<file path="config.mk">
export PLATFORM = sky130hd
export DESIGN_NAME = value_block_restore_command
export DESIGN_NICKNAME = d
export VERILOG_FILES = /design/src/rtl/value_cmd_pkg.sv /design/src/rtl/value_block_restore_command.sv
export VERILOG_INCLUDE_DIRS = /design/src /design/src/rtl
export SDC_FILE = /design/constraint.sdc
export NUM_CORES = 1
export LEC_CHECK = 0
export ABC_AREA = 0
export BUFFER_PORTS_ARGS = -buffer_cell sky130_fd_sc_hd__buf_2
export CAP_MARGIN = 30
export CORE_MARGIN = 2
export CORE_UTILIZATION = 44
export DETAILED_ROUTE_END_ITERATION = 10
export PLACE_DENSITY = 0.77
export SYNTH_ARGS = -nofsm -noshare
export SYNTH_HDL_FRONTEND = slang
export SYNTH_SLANG_ARGS = --single-unit
</file>
<file path="constraint.sdc">
create_clock -name clk -period 2.3 [get_ports clk]
set_clock_uncertainty 0.2 [all_clocks]
set_input_delay 0.46 -clock clk [delete_from_list [all_inputs] [get_ports clk]]
set_output_delay 0.46 -clock clk [all_outputs]
set_load 0.005 [all_outputs]
</file>
<file path="src/rtl/value_cmd_cfg.svh">
`ifndef VALUE_CMD_CFG_SVH
`define VALUE_CMD_CFG_SVH

// Command codes
`define CMD_RESTORE 8'h0e
`define CMD_TRANSFER 8'h0f

// Parameter buffer layout, byte offsets
`define ARG_BLOCK 3'h0
`define ARG_KEY_SEL 3'h1
`define ARG_KEY_LO 3'h2
`define ARG_LAST 3'h7

// Key selector fields
`define KEY_SEL_B_BIT 7
`define KEY_SEL_INLINE_BIT 6
`define KEY_IDX_MSB 5
`define KEY_IDX_MAX 6'h27

// Completion status codes
`define ST_OK 4'h0
`define ST_BAD_CMD 4'h1
`define ST_BAD_KEY 4'h2
`define ST_AUTH_FAIL 4'h3
`define ST_NOT_VALUE 4'h4
`define ST_TAG_FAIL 4'h5

`endif

</file>
<file path="src/rtl/value_cmd_pkg.sv">
package value_cmd_pkg;

    // Gray codes along idle, fetch, key, auth, read, exec, done
    typedef enum logic [2:0] {
        ST_IDLE  = 3'h0,
        ST_FETCH = 3'h1,
        ST_KEY   = 3'h3,
        ST_AUTH  = 3'h2,
        ST_READ  = 3'h6,
        ST_EXEC  = 3'h7,
        ST_DONE  = 3'h5
    } state_t;

    typedef enum logic [1:0] {
        TAG_AUTH     = 2'h0,
        TAG_READ     = 2'h1,
        TAG_RESTORE  = 2'h2,
        TAG_TRANSFER = 2'h3
    } tag_op_t;

endpackage

</file>
<file path="src/rtl/value_block_restore_command.sv">
`timescale 1ns/100ps
`include "value_cmd_cfg.svh"

module value_block_restore_command (
    input wire logic clk,
    input wire logic rst_n,
    input wire logic cmd_start,
    input wire logic [7:0] cmd_code,
    output logic busy,
    output logic done,
    output logic [3:0] status,
    output logic [2:0] param_addr,
    input wire logic [7:0] param_data,
    output logic key_rd,
    output logic [5:0] key_addr,
    input wire logic key_valid,
    input wire logic [47:0] key_data,
    output logic tag_req,
    output logic [1:0] tag_op,
    output logic [7:0] tag_block,
    output logic [47:0] tag_key,
    output logic tag_key_b,
    input wire logic tag_ack,
    input wire logic tag_ok,
    input wire logic [127:0] tag_rdata
);

    value_cmd_pkg::state_t state_q;
    logic is_transfer_q;
    logic key_wait_q;
    logic [7:0] args_q [0:7];
    logic [2:0] param_addr_q;
    logic busy_q;
    logic done_q;
    logic [3:0] status_q;
    logic key_rd_q;
    logic [5:0] key_addr_q;
    logic tag_req_q;
    logic [1:0] tag_op_q;
    logic [47:0] tag_key_q;
    logic value_fmt_ok;
    logic [7:0] key_sel;

    // Selector bits: 7 picks the secondary key, 6 takes the key inline, 5..0 index
    assign key_sel = args_q[`ARG_KEY_SEL];

    // Value block layout: value, inverted value, value, then addr, ~addr, addr, ~addr
    assign value_fmt_ok = (tag_rdata[31:0] == ~tag_rdata[63:32])
        && (tag_rdata[31:0] == tag_rdata[95:64])
        && (tag_rdata[103:96] == ~tag_rdata[111:104])
        && (tag_rdata[103:96] == tag_rdata[119:112])
        && (tag_rdata[111:104] == tag_rdata[127:120]);

    // Parameter bytes are read from an asynchronous-read buffer, one per cycle
    always_ff @(posedge clk) begin
        if (!rst_n) begin
            param_addr_q <= 3'h0;
        end else if (state_q == value_cmd_pkg::ST_IDLE) begin
            param_addr_q <= `ARG_BLOCK;
        end else if (state_q == value_cmd_pkg::ST_FETCH) begin
            param_addr_q <= param_addr_q + 3'h1;
        end
    end

    // All eight bytes are always fetched, so fetch latency does not depend on the key source
    genvar gi;
    generate
        for (gi = 0; gi < 8; gi = gi + 1) begin : g_args
            always_ff @(posedge clk) begin
                if (!rst_n) begin
                    args_q[gi] <= 8'h00;
                end else if (state_q == value_cmd_pkg::ST_FETCH && param_addr_q == 3'(gi)) begin
                    args_q[gi] <= param_data;
                end
            end
        end
    endgenerate

    // A start in the done cycle finds the state machine idle and is taken
    always_ff @(posedge clk) begin
        if (!rst_n) begin
            busy_q <= 1'b0;
            done_q <= 1'b0;
        end else begin
            done_q <= (state_q == value_cmd_pkg::ST_DONE);
            if (state_q == value_cmd_pkg::ST_IDLE && cmd_start) begin
                busy_q <= 1'b1;
            end else if (state_q == value_cmd_pkg::ST_DONE) begin
                busy_q <= 1'b0;
            end
        end
    end

    always_ff @(posedge clk) begin
        if (!rst_n) begin
            state_q <= value_cmd_pkg::ST_IDLE;
            is_transfer_q <= 1'b0;
            key_wait_q <= 1'b0;
            status_q <= `ST_OK;
            key_rd_q <= 1'b0;
            key_addr_q <= 6'h00;
            tag_req_q <= 1'b0;
            tag_op_q <= value_cmd_pkg::TAG_AUTH;
            tag_key_q <= 48'h0;
        end else begin
            key_rd_q <= 1'b0;
            tag_req_q <= 1'b0;
            case (state_q)
                value_cmd_pkg::ST_IDLE: begin
                    if (cmd_start) begin
                        if (cmd_code == `CMD_RESTORE || cmd_code == `CMD_TRANSFER) begin
                            is_transfer_q <= (cmd_code == `CMD_TRANSFER);
                            state_q <= value_cmd_pkg::ST_FETCH;
                        end else begin
                            // Foreign codes are answered at once so the host never hangs
                            status_q <= `ST_BAD_CMD;
                            state_q <= value_cmd_pkg::ST_DONE;
                        end
                    end
                end
                value_cmd_pkg::ST_FETCH: begin
                    if (param_addr_q == `ARG_LAST) begin
                        state_q <= value_cmd_pkg::ST_KEY;
                    end
                end
                value_cmd_pkg::ST_KEY: begin
                    // No timeout: a key store that never answers leaves busy high
                    if (key_sel[`KEY_SEL_INLINE_BIT]) begin
                        tag_key_q <= {args_q[7], args_q[6], args_q[5], args_q[4],
                            args_q[3], args_q[2]};
                        tag_op_q <= value_cmd_pkg::TAG_AUTH;
                        tag_req_q <= 1'b1;
                        state_q <= value_cmd_pkg::ST_AUTH;
                    end else if (key_sel[`KEY_IDX_MSB:0] > `KEY_IDX_MAX) begin
                        status_q <= `ST_BAD_KEY;
                        state_q <= value_cmd_pkg::ST_DONE;
                    end else if (!key_wait_q) begin
                        key_addr_q <= key_sel[`KEY_IDX_MSB:0];
                        key_rd_q <= 1'b1;
                        key_wait_q <= 1'b1;
                    end else if (key_valid) begin
                        key_wait_q <= 1'b0;
                        tag_key_q <= key_data;
                        tag_op_q <= value_cmd_pkg::TAG_AUTH;
                        tag_req_q <= 1'b1;
                        state_q <= value_cmd_pkg::ST_AUTH;
                    end
                end
                value_cmd_pkg::ST_AUTH: begin
                    // The tag engine is trusted to answer; a stuck engine needs a reset
                    if (tag_ack) begin
                        if (!tag_ok) begin
                            status_q <= `ST_AUTH_FAIL;
                            state_q <= value_cmd_pkg::ST_DONE;
                        end else if (is_transfer_q) begin
                            tag_op_q <= value_cmd_pkg::TAG_TRANSFER;
                            tag_req_q <= 1'b1;
                            state_q <= value_cmd_pkg::ST_EXEC;
                        end else begin
                            // Block is checked before the tag register is touched
                            tag_op_q <= value_cmd_pkg::TAG_READ;
                            tag_req_q <= 1'b1;
                            state_q <= value_cmd_pkg::ST_READ;
                        end
                    end
                end
                value_cmd_pkg::ST_READ: begin
                    if (tag_ack) begin
                        if (tag_ok && value_fmt_ok) begin
                            tag_op_q <= value_cmd_pkg::TAG_RESTORE;
                            tag_req_q <= 1'b1;
                            state_q <= value_cmd_pkg::ST_EXEC;
                        end else begin
                            status_q <= tag_ok ? `ST_NOT_VALUE : `ST_TAG_FAIL;
                            state_q <= value_cmd_pkg::ST_DONE;
                        end
                    end
                end
                value_cmd_pkg::ST_EXEC: begin
                    // Restore ends here: no write-back op is ever issued
                    if (tag_ack) begin
                        status_q <= tag_ok ? `ST_OK : `ST_TAG_FAIL;
                        state_q <= value_cmd_pkg::ST_DONE;
                    end
                end
                value_cmd_pkg::ST_DONE: begin
                    state_q <= value_cmd_pkg::ST_IDLE;
                end
                default: begin
                    state_q <= value_cmd_pkg::ST_IDLE;
                end
            endcase
            // Cleared only when a new command fetches, so the last result stays readable
            if (state_q == value_cmd_pkg::ST_FETCH) begin
                status_q <= `ST_OK;
            end
        end
    end

    // Every output is a flop or a flop bit, with no logic in between
    assign busy = busy_q;
    assign done = done_q;
    assign status = status_q;
    assign param_addr = param_addr_q;
    assign key_rd = key_rd_q;
    assign key_addr = key_addr_q;
    assign tag_req = tag_req_q;
    assign tag_op = tag_op_q;
    assign tag_block = args_q[`ARG_BLOCK];
    assign tag_key = tag_key_q;
    assign tag_key_b = key_sel[`KEY_SEL_B_BIT];

endmodule

</file>
==> out/qor.yml, run 1 <==
drt_iter0_markers: 278
p_leak_nw: 4.243
postCtsHoldBufs: 0
min_path_cells: 3
via_count: 6129
cp_data_required_time_ns: 2.41
drcViolationCount: 0
synth_top_area_share_pct: 27.98
syn_avg_cell_area_um2: 10.19
synthTopCellsByArea: "edfxtp_1, dfxtp_1, mux2i_1"
p_int_mw: 5.058
period_share_pct: 93.74
critPathMaxFanout: 8
synth_area_um2: 6868
grt_overflow: 0
dpl.hpwl_mm: 15.22
rrSetupSlack_ns: 0.14
setup-tns-final_ns: 0
final_hold_viol_count: 0
fill_cells: 1310
pwr-share-clk_pct: 38.6
final_cells: 1163
first_global_vias: 5789
firstDrtPassIters: 5
hold_path_end: "tag_key[31]"
yosysSeqAreaShare_pct: 48.68
dp_cells: 1128
cts-buffers-inserted: 17
final-seq-area_um2: 3344
arrival_ns: 2.26
synthArstFlopShare_pct: 0
die_x_um: 128.9
max_slew.worst_pin.slew_ns: 0.8506
switching_share_pct: 28.35
die_h_um: 128.9
seq_power_share_pct: 39.8
power_mw: 7.060
hp-class: "in -> reg"
fin_util_pct: 60.47
setup_viol: 0
route.detailed.wl_per_inst_um: 17.35
multi_input_area_um2: 3253
grt_antenna_before_repair: 2
cts.htree.levels: 4
mostFrequentLayoutCells: "buf_2, nor2_1, dfxtp_1"
yosys_warnings: 0
final_design_area_no_fill_um2: 9193
rr_startpoint: "state_q[2]"
peakVddDrop_mv: 0.5284
yosysUniqueCellTypes: 61
port_buffers: 272
initial_core_util_pct: 45.18
grt_max_degree: 80
dieArea_um2: 16620
row_count: 45
synth-seq-cells: 135
max_freq_ghz: 0.4638
drive_gt1_share_pct: 37.00
power_density_nw_per_um2: 768.0
power_switching_mw: 2.001
rsz0062_at_grt: "false"
setup_slack_ns: 0.1439
globalplace.congestion: 0.8633
status: "finished, final reports clean"
final_net_count: 1164
fin_crit_ns: 2.156
area_growth_pct: 33.85
grt_pass1_wl_mm: 30.02
final_common_cell: "buf_2"
maxSlewHeadroom_pct: 43.30
min_from: "key_data[31]"
core_region_area_um2: 15200
vias_per_cell: 5.270
insertion_delay_ns: 0.43
io_pins: 274
wirelength_mm: 20.18
start_kind: "flip-flop"
pre_cts_slack_ns: -0.2850
reg2reg_depth: 7
whs_ns: 0.1718
rr_endpoint: "status[0]"
drv_cap: 0
ys.flop_type: "dfxtp_1"
ant_nets: 0
path_clk_slew_ns: 0.06
grt_use_total_pct: 23.85
finalMaxSlewViolations: 0
cts_tree: "built"
critical_path_class: "reg -> reg"
root_buffer: "clkbuf_16"
syn_inst: 674
syn_nets: 878
placed_area_um2: 8559
power_frac_comb_pct: 21.6
end_kind: "flip-flop"
synth_area_leader_cell: "edfxtp_1"
synth_edf_count: 64
ctsLongestPathBuffers: 2
clock_sinks: 135
critical path, cell delays in order, from the launching register on:
cell and delay, ns:
dfxtp_1 0.48, nand2_1 0.09, a21o_1 0.20, nor4_1 0.28
and4_4 0.27, and3_1 0.20, nor2_2 0.08, o221a_1 0.24
worst max-delay path by stage:
| stage | cells after the start | slack (ns) | endpoint | from |
|---|---|---|---|---|
| global placement | 9 | -0.27 | status[0] | tag_rdata[99] |
| global route | 7 | 0.02 | status[0] | state_q[2] |
| CTS | 7 | 0.08 | state_q[1] | state_q[2] |
| detailed placement | 8 | -0.29 | status[0] | tag_rdata[14] |
| floorplan | 7 | 0.02 | status[0] | tag_rdata[45] |
| finish | 7 | 0.14 | status[0] | state_q[2] |
cell families (layout without fill, tap and decap cells):
family	count (synthesis)	in the layout	synth area share, %
flip-flops	135	135	48.68
AND/OR/NAND/NOR	260	260	20.17
XOR/XNOR	46	46	5.866
other	1	3	0.05460
adder cells (fa/ha/maj)	6	6	1.093
multiplexers	64	64	9.346
buffers and inverters	61	360	4.227
AO/OA/AOI/OAI	101	101	10.57
power groups by stage:
| stage | clock [mW] | combinational (mW) | sequential [mW] |
|---|---|---|---|
| 6_report | 2.72 | 1.53 | 2.81 |
| 3_5_place_dp | 0 | 1.50 | 2.86 |
| 2_1_floorplan | 0 | 0.929 | 2.83 |
| 3_3_place_gp | 0 | 1.48 | 2.85 |
| 5_1_grt | 2.85 | 1.69 | 2.83 |
| 4_1_cts | 2.75 | 1.51 | 2.81 |
area by class of cell:
class / instances / share of cell area [%]
clock inverters: 12 / 1.511
multi-input cells: 478 / 35.39
inverters: 14 / 0.5717
repair buffers: 314 / 18.57
flip-flops and latches: 135 / 36.38
clock buffers: 20 / 4.968
diodes: 2 / 0.05444
well taps: 188 / 2.559
registers in the layout, summed over array words and instances, names as in the netlist:
name / cells
key_rd: 1
state_q: 3
is_transfer_q: 1
tag_op: 2
param_addr: 3
key_addr: 6
tag_key: 48
status: 3
done: 1
key_wait_q: 1
args_q: 64
busy: 1
tag_req: 1
synth_stat cells, types with 3 or more instances:
| cell | instances |
|---|---|
| nor2_1 | 76 |
| dfxtp_1 | 71 |
| edfxtp_1 | 64 |
| mux2i_1 | 63 |
| a211oi_1 | 48 |
| and3_1 | 44 |
| nand2_1 | 36 |
| clkbuf_1 | 30 |
| and2_1 | 26 |
| xnor2_1 | 24 |
| xor2_1 | 22 |
| inv_1 | 14 |
| nor2b_1 | 14 |
| a21oi_1 | 12 |
| nand2b_1 | 11 |
| o21ai_0 | 11 |
| nand4_1 | 10 |
| buf_4 | 9 |
| nor3_1 | 9 |
| nor4_1 | 8 |
| ha_1 | 6 |
| buf_2 | 5 |
| nand3_1 | 5 |
| o22ai_1 | 5 |
| a2111oi_0 | 4 |
| and4_1 | 3 |
routing by layer:
metal	global-route usage (%)	share of wire, %	vias up
met5	0	0	-
met4	9.974	3.2	0
met3	5.738	6.0	45
met2	41.55	50	252
met1	28.21	40	2823
li1	-	-	3009
what timing repair did:
action,in CTS,in global routing
endpoints found under the setup margin,0,15
buffers inserted,0,0
gates resized for setup,0,3
hold endpoints to repair,0,0
Note: power is estimated with default switching activity, not from simulation.
==> inputs of run 2 (changes only) <==
--- a/config.mk
+++ b/config.mk
@@ -9,6 +9,7 @@
 export ABC_AREA = 0
 export BUFFER_PORTS_ARGS = -buffer_cell sky130_fd_sc_hd__buf_2
 export CAP_MARGIN = 30
+export CORE_ASPECT_RATIO = 0.9
 export CORE_MARGIN = 2
 export CORE_UTILIZATION = 44
 export DETAILED_ROUTE_END_ITERATION = 10
==> run 2 against run 1 <==
  * Sequential share of layout area down 0.31 points
  * Maximum frequency down 1.0%
  * Cell area up 0.83%
  * Count of clock-buffer cells in the layout down 1
  * Sequential power about the same
  * Die area about the same
  * Global-route usage up 1.0 points
  * Total power up 0.32%
  * Hold slack better by 0.0077 ns
  * Critical path type unchanged
  * Critical endpoint unchanged
  * Largest power group unchanged
  * Highest routed layer unchanged
==> out/qor.yml, run 2 (synthesized netlist as in run 1, its figures left out) <==
first_global_vias: 5738  # was 5,789
cp_data_required_time_ns: 2.40  # was 2.41 ns
power_frac_comb_pct: 22.4  # was 21.6%
rsz0062_at_grt: "false"  # unchanged
power_mw: 7.082  # was 7.060 mW
grt_antenna_before_repair: 0  # was 2
critical_path.slowest_cell: "dfxtp_1"  # unchanged
period_share_pct: 94.74  # was 93.74%
top_register: "args_q"  # unchanged
final_hold_viol_count: 0  # unchanged
globalplace.congestion: 0.9221  # was 0.8633
area_growth_pct: 34.96  # was 33.85%
status: "finished, final reports clean"  # unchanged
end_kind: "flip-flop"  # unchanged
grt_max_degree: 54  # was 80
wirelength_mm: 20.50  # was 20.18 mm
setup_viol: 0  # unchanged
core_region_area_um2: 15330  # was 15,200 um^2
power_density_nw_per_um2: 764.1  # was 768.0 nW/um^2
seq_power_share_pct: 39.6  # was 39.8%
ctsLongestPathBuffers: 2  # unchanged
power_switching_mw: 2.043  # was 2.001 mW
via_count: 6251  # was 6,129
critical_path_class: "reg -> reg"  # unchanged
n_antenna_cell: 0  # was 2
peakVddDrop_mv: 0.4897  # was 0.5284 mV
start_kind: "flip-flop"  # unchanged
ant_nets: 0  # unchanged
max_slew.worst_pin.slew_ns: 0.5025  # was 0.8506 ns
path_clk_slew_ns: 0.07  # was 0.06 ns
hp-class: "in -> reg"  # unchanged
initial_core_util_pct: 44.79  # was 45.18%
cp_cell_sequence: "nand2_1 -> a21o_1 -> nor4_1 -> and4_4 -> and3_1 -> nor2_2 -> o221a_1"  # unchanged
mostFrequentLayoutCells: "buf_2, nor2_1, dfxtp_1"  # unchanged
rr_startpoint: "state_q[2]"  # unchanged
die_h_um: 122.5  # was 128.9 um
dpl.hpwl_mm: 15.60  # was 15.22 mm
grt_overflow: 0  # unchanged
post_cts_buffers: 0  # unchanged
cts-buffers-inserted: 17  # unchanged
fin_crit_ns: 2.179  # was 2.156 ns
row_count: 43  # was 45
pwr-share-clk_pct: 38.0  # was 38.6%
drt_iter0_markers: 535  # was 278
drcViolationCount: 0  # unchanged
p_int_mw: 5.040  # was 5.058 mW
finalMaxSlewViolations: 0  # unchanged
cts.htree.levels: 4  # unchanged
drive_gt1_share_pct: 37.39  # was 37.00%
grt_use_total_pct: 24.87  # was 23.85%
clock_sinks: 135  # unchanged
insertion_delay_ns: 0.41  # was 0.43 ns
die_x_um: 135.7  # was 128.9 um
critPathLaunch: "state_q[2]"  # unchanged
critPathMaxFanout: 7  # was 8
maxSlewHeadroom_pct: 65.63  # was 43.30%
max_stage_delay_ns: 0.46  # was 0.48 ns
largest_reg_flops: 64  # unchanged
p_leak_nw: 4.278  # was 4.243 nW
arrival_ns: 2.28  # was 2.26 ns
io_pins: 274  # unchanged
root_buffer: "clkbuf_16"  # unchanged
dieArea_um2: 16630  # was 16,620 um^2
vias_per_cell: 5.293  # was 5.270
route.detailed.wl_per_inst_um: 17.36  # was 17.35 um
min_from: "key_data[40]"  # was key_data[31]
switching_share_pct: 28.84  # was 28.35%
firstDrtPassIters: 6  # was 5
max_freq_ghz: 0.4589  # was 0.4638 GHz
final_common_cell: "buf_2"  # unchanged
drv_cap: 0  # unchanged
port_buffers: 272  # unchanged
whs_ns: 0.1794  # was 0.1718 ns
grt_pass1_wl_mm: 31.24  # was 30.02 mm
final_net_count: 1170  # was 1,164
cts_tree: "built"  # unchanged
-- run 2: cell types whose count changed in the layout (fill, tap and decap cells not counted), sizes merged --
cell and delta:
buf +7, clkinv +3, clkbuf -2, diode -2
bufinv -1, clkinvlp -1
-- run 2: metal layers --
metal / global-route usage (%) / wire [um]
met4: 6.445 / 267
met5: 0 / 0
met1: 35.72 / 9512
met3: 4.998 / 1113
met2: 38.54 / 9606
-- run 2: path summary, 6_finish.rpt --
kind | endpoint | cells past startpoint | slack (ns)
min | tag_key[40] | 3 | 0.18
max reg2reg | status[0] | 7 | 0.12
max | status[0] | 7 | 0.12
min reg2reg | status[2] | 2 | 0.27
-- run 2: cell type report --
class / count / area (um^2)
Inverter: 14 / 52.55
Tap cell: 202 / 252.7
Timing Repair Buffer: 320 / 1772
Clock buffer: 19 / 475.5
Sequential cell: 135 / 3343
Clock inverter: 13 / 113.9
Multi-Input combinational cell: 478 / 3259
Fill cell: 1303 / 6065
-- run 2: metrics by stage --
| step | util [%] | TNS, ns | worst slack (ns) | cell area (um^2) | cells |
|---|---|---|---|---|---|
| floorplan | - | 0 | 0.02139 | 6868 | 674 |
| global placement | 56.52 | -0.7789 | -0.2003 | 8667 | 1149 |
| detailed placement | 56.52 | -1.177 | -0.2555 | 8667 | 1149 |
| CTS | 60.37 | 0 | 0.04942 | 9256 | 1181 |
| global route | 60.45 | 0 | 0.01474 | 9269 | 1181 |
| finish | 60.45 | 0 | 0.1211 | 9269 | 1181 |
-- run 2: worst max-delay path, delay by kind of cell, from the launching register on --
kind,cells,cell delay [ns]
flops,1,0.46
simple gates,5,0.98
compound gates,2,0.43
-- run 2: power by group through the flow --
| stage | registers (mW) | logic (mW) | clock network (mW) |
|---|---|---|---|
| after floorplan | 2.83 | 0.929 | 0 |
| after global placement | 2.86 | 1.54 | 0 |
| after detailed placement | 2.86 | 1.56 | 0 |
| after CTS | 2.81 | 1.57 | 2.72 |
| after global routing | 2.83 | 1.75 | 2.82 |
| final | 2.81 | 1.59 | 2.69 |
-- run 2: what timing repair did --
| item | in CTS | in global routing |
|---|---|---|
| setup endpoints to repair | 0 | 9 |
| gates resized for setup | 0 | 4 |
| hold buffers | 0 | 0 |
==> inputs of run 3 (changes only) <==
--- a/config.mk
+++ b/config.mk
@@ -7,6 +7,7 @@
 export NUM_CORES = 1
 export LEC_CHECK = 0
 export ABC_AREA = 0
+export ABC_CLOCK_PERIOD_IN_PS = 2300
 export BUFFER_PORTS_ARGS = -buffer_cell sky130_fd_sc_hd__buf_2
 export CAP_MARGIN = 30
 export CORE_ASPECT_RATIO = 0.9
@@ -14,6 +15,7 @@
 export CORE_UTILIZATION = 44
 export DETAILED_ROUTE_END_ITERATION = 10
 export PLACE_DENSITY = 0.77
+export REMOVE_ABC_BUFFERS = 1
 export SYNTH_ARGS = -nofsm -noshare
 export SYNTH_HDL_FRONTEND = slang
 export SYNTH_SLANG_ARGS = --single-unit
==> run 3 against run 2 <==
  * Combinational power decreased by 3%
  * Routed wire length decreased by 4.5%
  * Sequential cell count is the same
  * Clock power is 2% lower
  * Sequential power is essentially flat
  * Cell count shrank 0.42%
  * Register-to-register slack improved by 0.05 ns
  * Critical path type unchanged
  * Hold slack lost 0.026 ns
==> out/qor.yml, run 3 (synthesized netlist as in run 1, its figures left out) <==
first_global_vias: 5891  # was 5,738
grt_overflow: 0  # unchanged
path_clk_slew_ns: 0.06  # was 0.07 ns
insertion_delay_ns: 0.41  # about the same
max_freq_ghz: 0.4708  # was 0.4589 GHz
critPathMaxFanout: 7  # unchanged
grt_util_met3_pct: 5.039  # was 4.998%
initial_core_util_pct: 44.79  # unchanged
mostFrequentLayoutCells: "buf_2, nor2_1, dfxtp_1"  # unchanged
ctsLongestPathBuffers: 2  # unchanged
grt_max_degree: 64  # was 54
drive_gt1_share_pct: 37.06  # was 37.39%
power_density_nw_per_um2: 760.7  # was 764.1 nW/um^2
maxSlewHeadroom_pct: 42.25  # was 65.63%
die_x_um: 135.7  # unchanged
vias_per_cell: 5.194  # was 5.293
core_region_area_um2: 15330  # unchanged
route.detailed.wl_per_inst_um: 16.65  # was 17.36 um
die_h_um: 122.5  # unchanged
postCtsHoldBufs: 0  # unchanged
arrival_ns: 2.23  # was 2.28 ns
period_share_pct: 92.36  # was 94.74%
cts.htree.levels: 4  # unchanged
firstDrtPassIters: 4  # was 6
top_register: "args_q"  # unchanged
cts_resized: 0  # unchanged
largest_reg_flops: 64  # unchanged
post_cts_buffers: 0  # unchanged
hp-class: "in -> reg"  # unchanged
grt_pass1_wl_mm: 29.95  # was 31.24 mm
row_count: 43  # unchanged
root_buffer: "clkbuf_16"  # unchanged
fill_cells: 1325  # was 1,303
status: "finished, final reports clean"  # unchanged
grt_use_met2_pct: 38.73  # was 38.54%
cp_data_required_time_ns: 2.40  # about the same
area_growth_pct: 33.85  # was 34.96%
placed_area_um2: 8605  # was 8667 um^2
use_met1_pct: 30.31  # was 35.72%
cts_tree: "built"  # unchanged
dieArea_um2: 16630  # unchanged
end_kind: "flip-flop"  # unchanged
drv_cap: 0  # unchanged
clock_sinks: 135  # unchanged
via_count: 6108  # was 6,251
finalMaxSlewViolations: 0  # unchanged
fin_util_pct: 59.95  # was 60.45%
final_net_count: 1165  # was 1,170
grt_use_total_pct: 23.43  # was 24.87%
ant_nets: 0  # unchanged
power_mw: 6.993  # was 7.082 mW
dpl.hpwl_mm: 14.81  # was 15.60 mm
final_design_area_no_fill_um2: 9193  # was 9269 um^2
cts-buffers-inserted: 17  # unchanged
port_buffers: 272  # unchanged
globalplace.congestion: 0.9196  # was 0.9221
start_kind: "flip-flop"  # unchanged
final_hold_viol_count: 0  # unchanged
setup_viol: 0  # unchanged
drt_iter0_markers: 317  # was 535
drcViolationCount: 0  # unchanged
max_slew.worst_pin.slew_ns: 0.8663  # was 0.5025 ns
grt_busiest_layer: "met2"  # unchanged
io_pins: 274  # unchanged
final_common_cell: "buf_2"  # unchanged
rsz0062_at_grt: "false"  # unchanged
grt_antenna_before_repair: 0  # unchanged
p_leak_nw: 4.245  # was 4.278 nW
n_antenna_cell: 0  # unchanged
wirelength_mm: 19.59  # was 20.50 mm
fin_crit_ns: 2.124  # was 2.179 ns
whs_ns: 0.1530  # was 0.1794 ns
critical_path_class: "reg -> reg"  # unchanged
peakVddDrop_mv: 0.5651  # was 0.4897 mV
-- run 3: path summary, 6_finish.rpt --
path | start | to | slack (ns) | cells after the start
hold reg to reg | status[2] | status[2] | 0.27 | 2
setup reg to reg | state_q[2] | status[0] | 0.18 | 7
setup / recovery | state_q[2] | status[0] | 0.18 | 7
hold / removal | rst_n | param_addr[2] | 0.15 | 3
-- run 3: power breakdown --
part	leakage (nW)	switching [mW]	internal [mW]
clock	0.296	1.01	1.63
combinational	2.71	0.860	0.685
sequential	1.24	0.101	2.71
-- run 3: worst max-delay path: stages, from the launching register on --
cell     delay, ns
dfxtp_1       0.45
nand2_1       0.09
a21o_1        0.17
nor4_1        0.30
and4_4        0.28
and3_1        0.19
nor2_2        0.07
o221a_1       0.25
-- run 3: cell type report --
type	instances	area [um^2]	share of cell area, %
Tap cell	202	252.7	2.749
Clock buffer	20	489.2	5.322
Clock inverter	12	96.34	1.048
Timing Repair Buffer	315	1709	18.59
Sequential cell	135	3344	36.38
Multi-Input combinational cell	478	3248	35.33
Inverter	14	52.55	0.5717
-- run 3: stage by stage --
stage	setup slack (ns)	cells	setup TNS, ns
floorplan	-3.550	627	-204.65
global placement	-0.2367	1144	-1.038
detailed placement	-0.2602	1144	-1.152
CTS	0.1498	1176	0
global route	0.01061	1176	0
finish	0.1758	1176	0
-- run 3: metal layers --
layer | part of all wire (%) | up-vias
li1 | - | 3014
met1 | 44 | 2827
met2 | 48 | 231
met3 | 6.4 | 36
met4 | 2.2 | 0
met5 | 0 | -
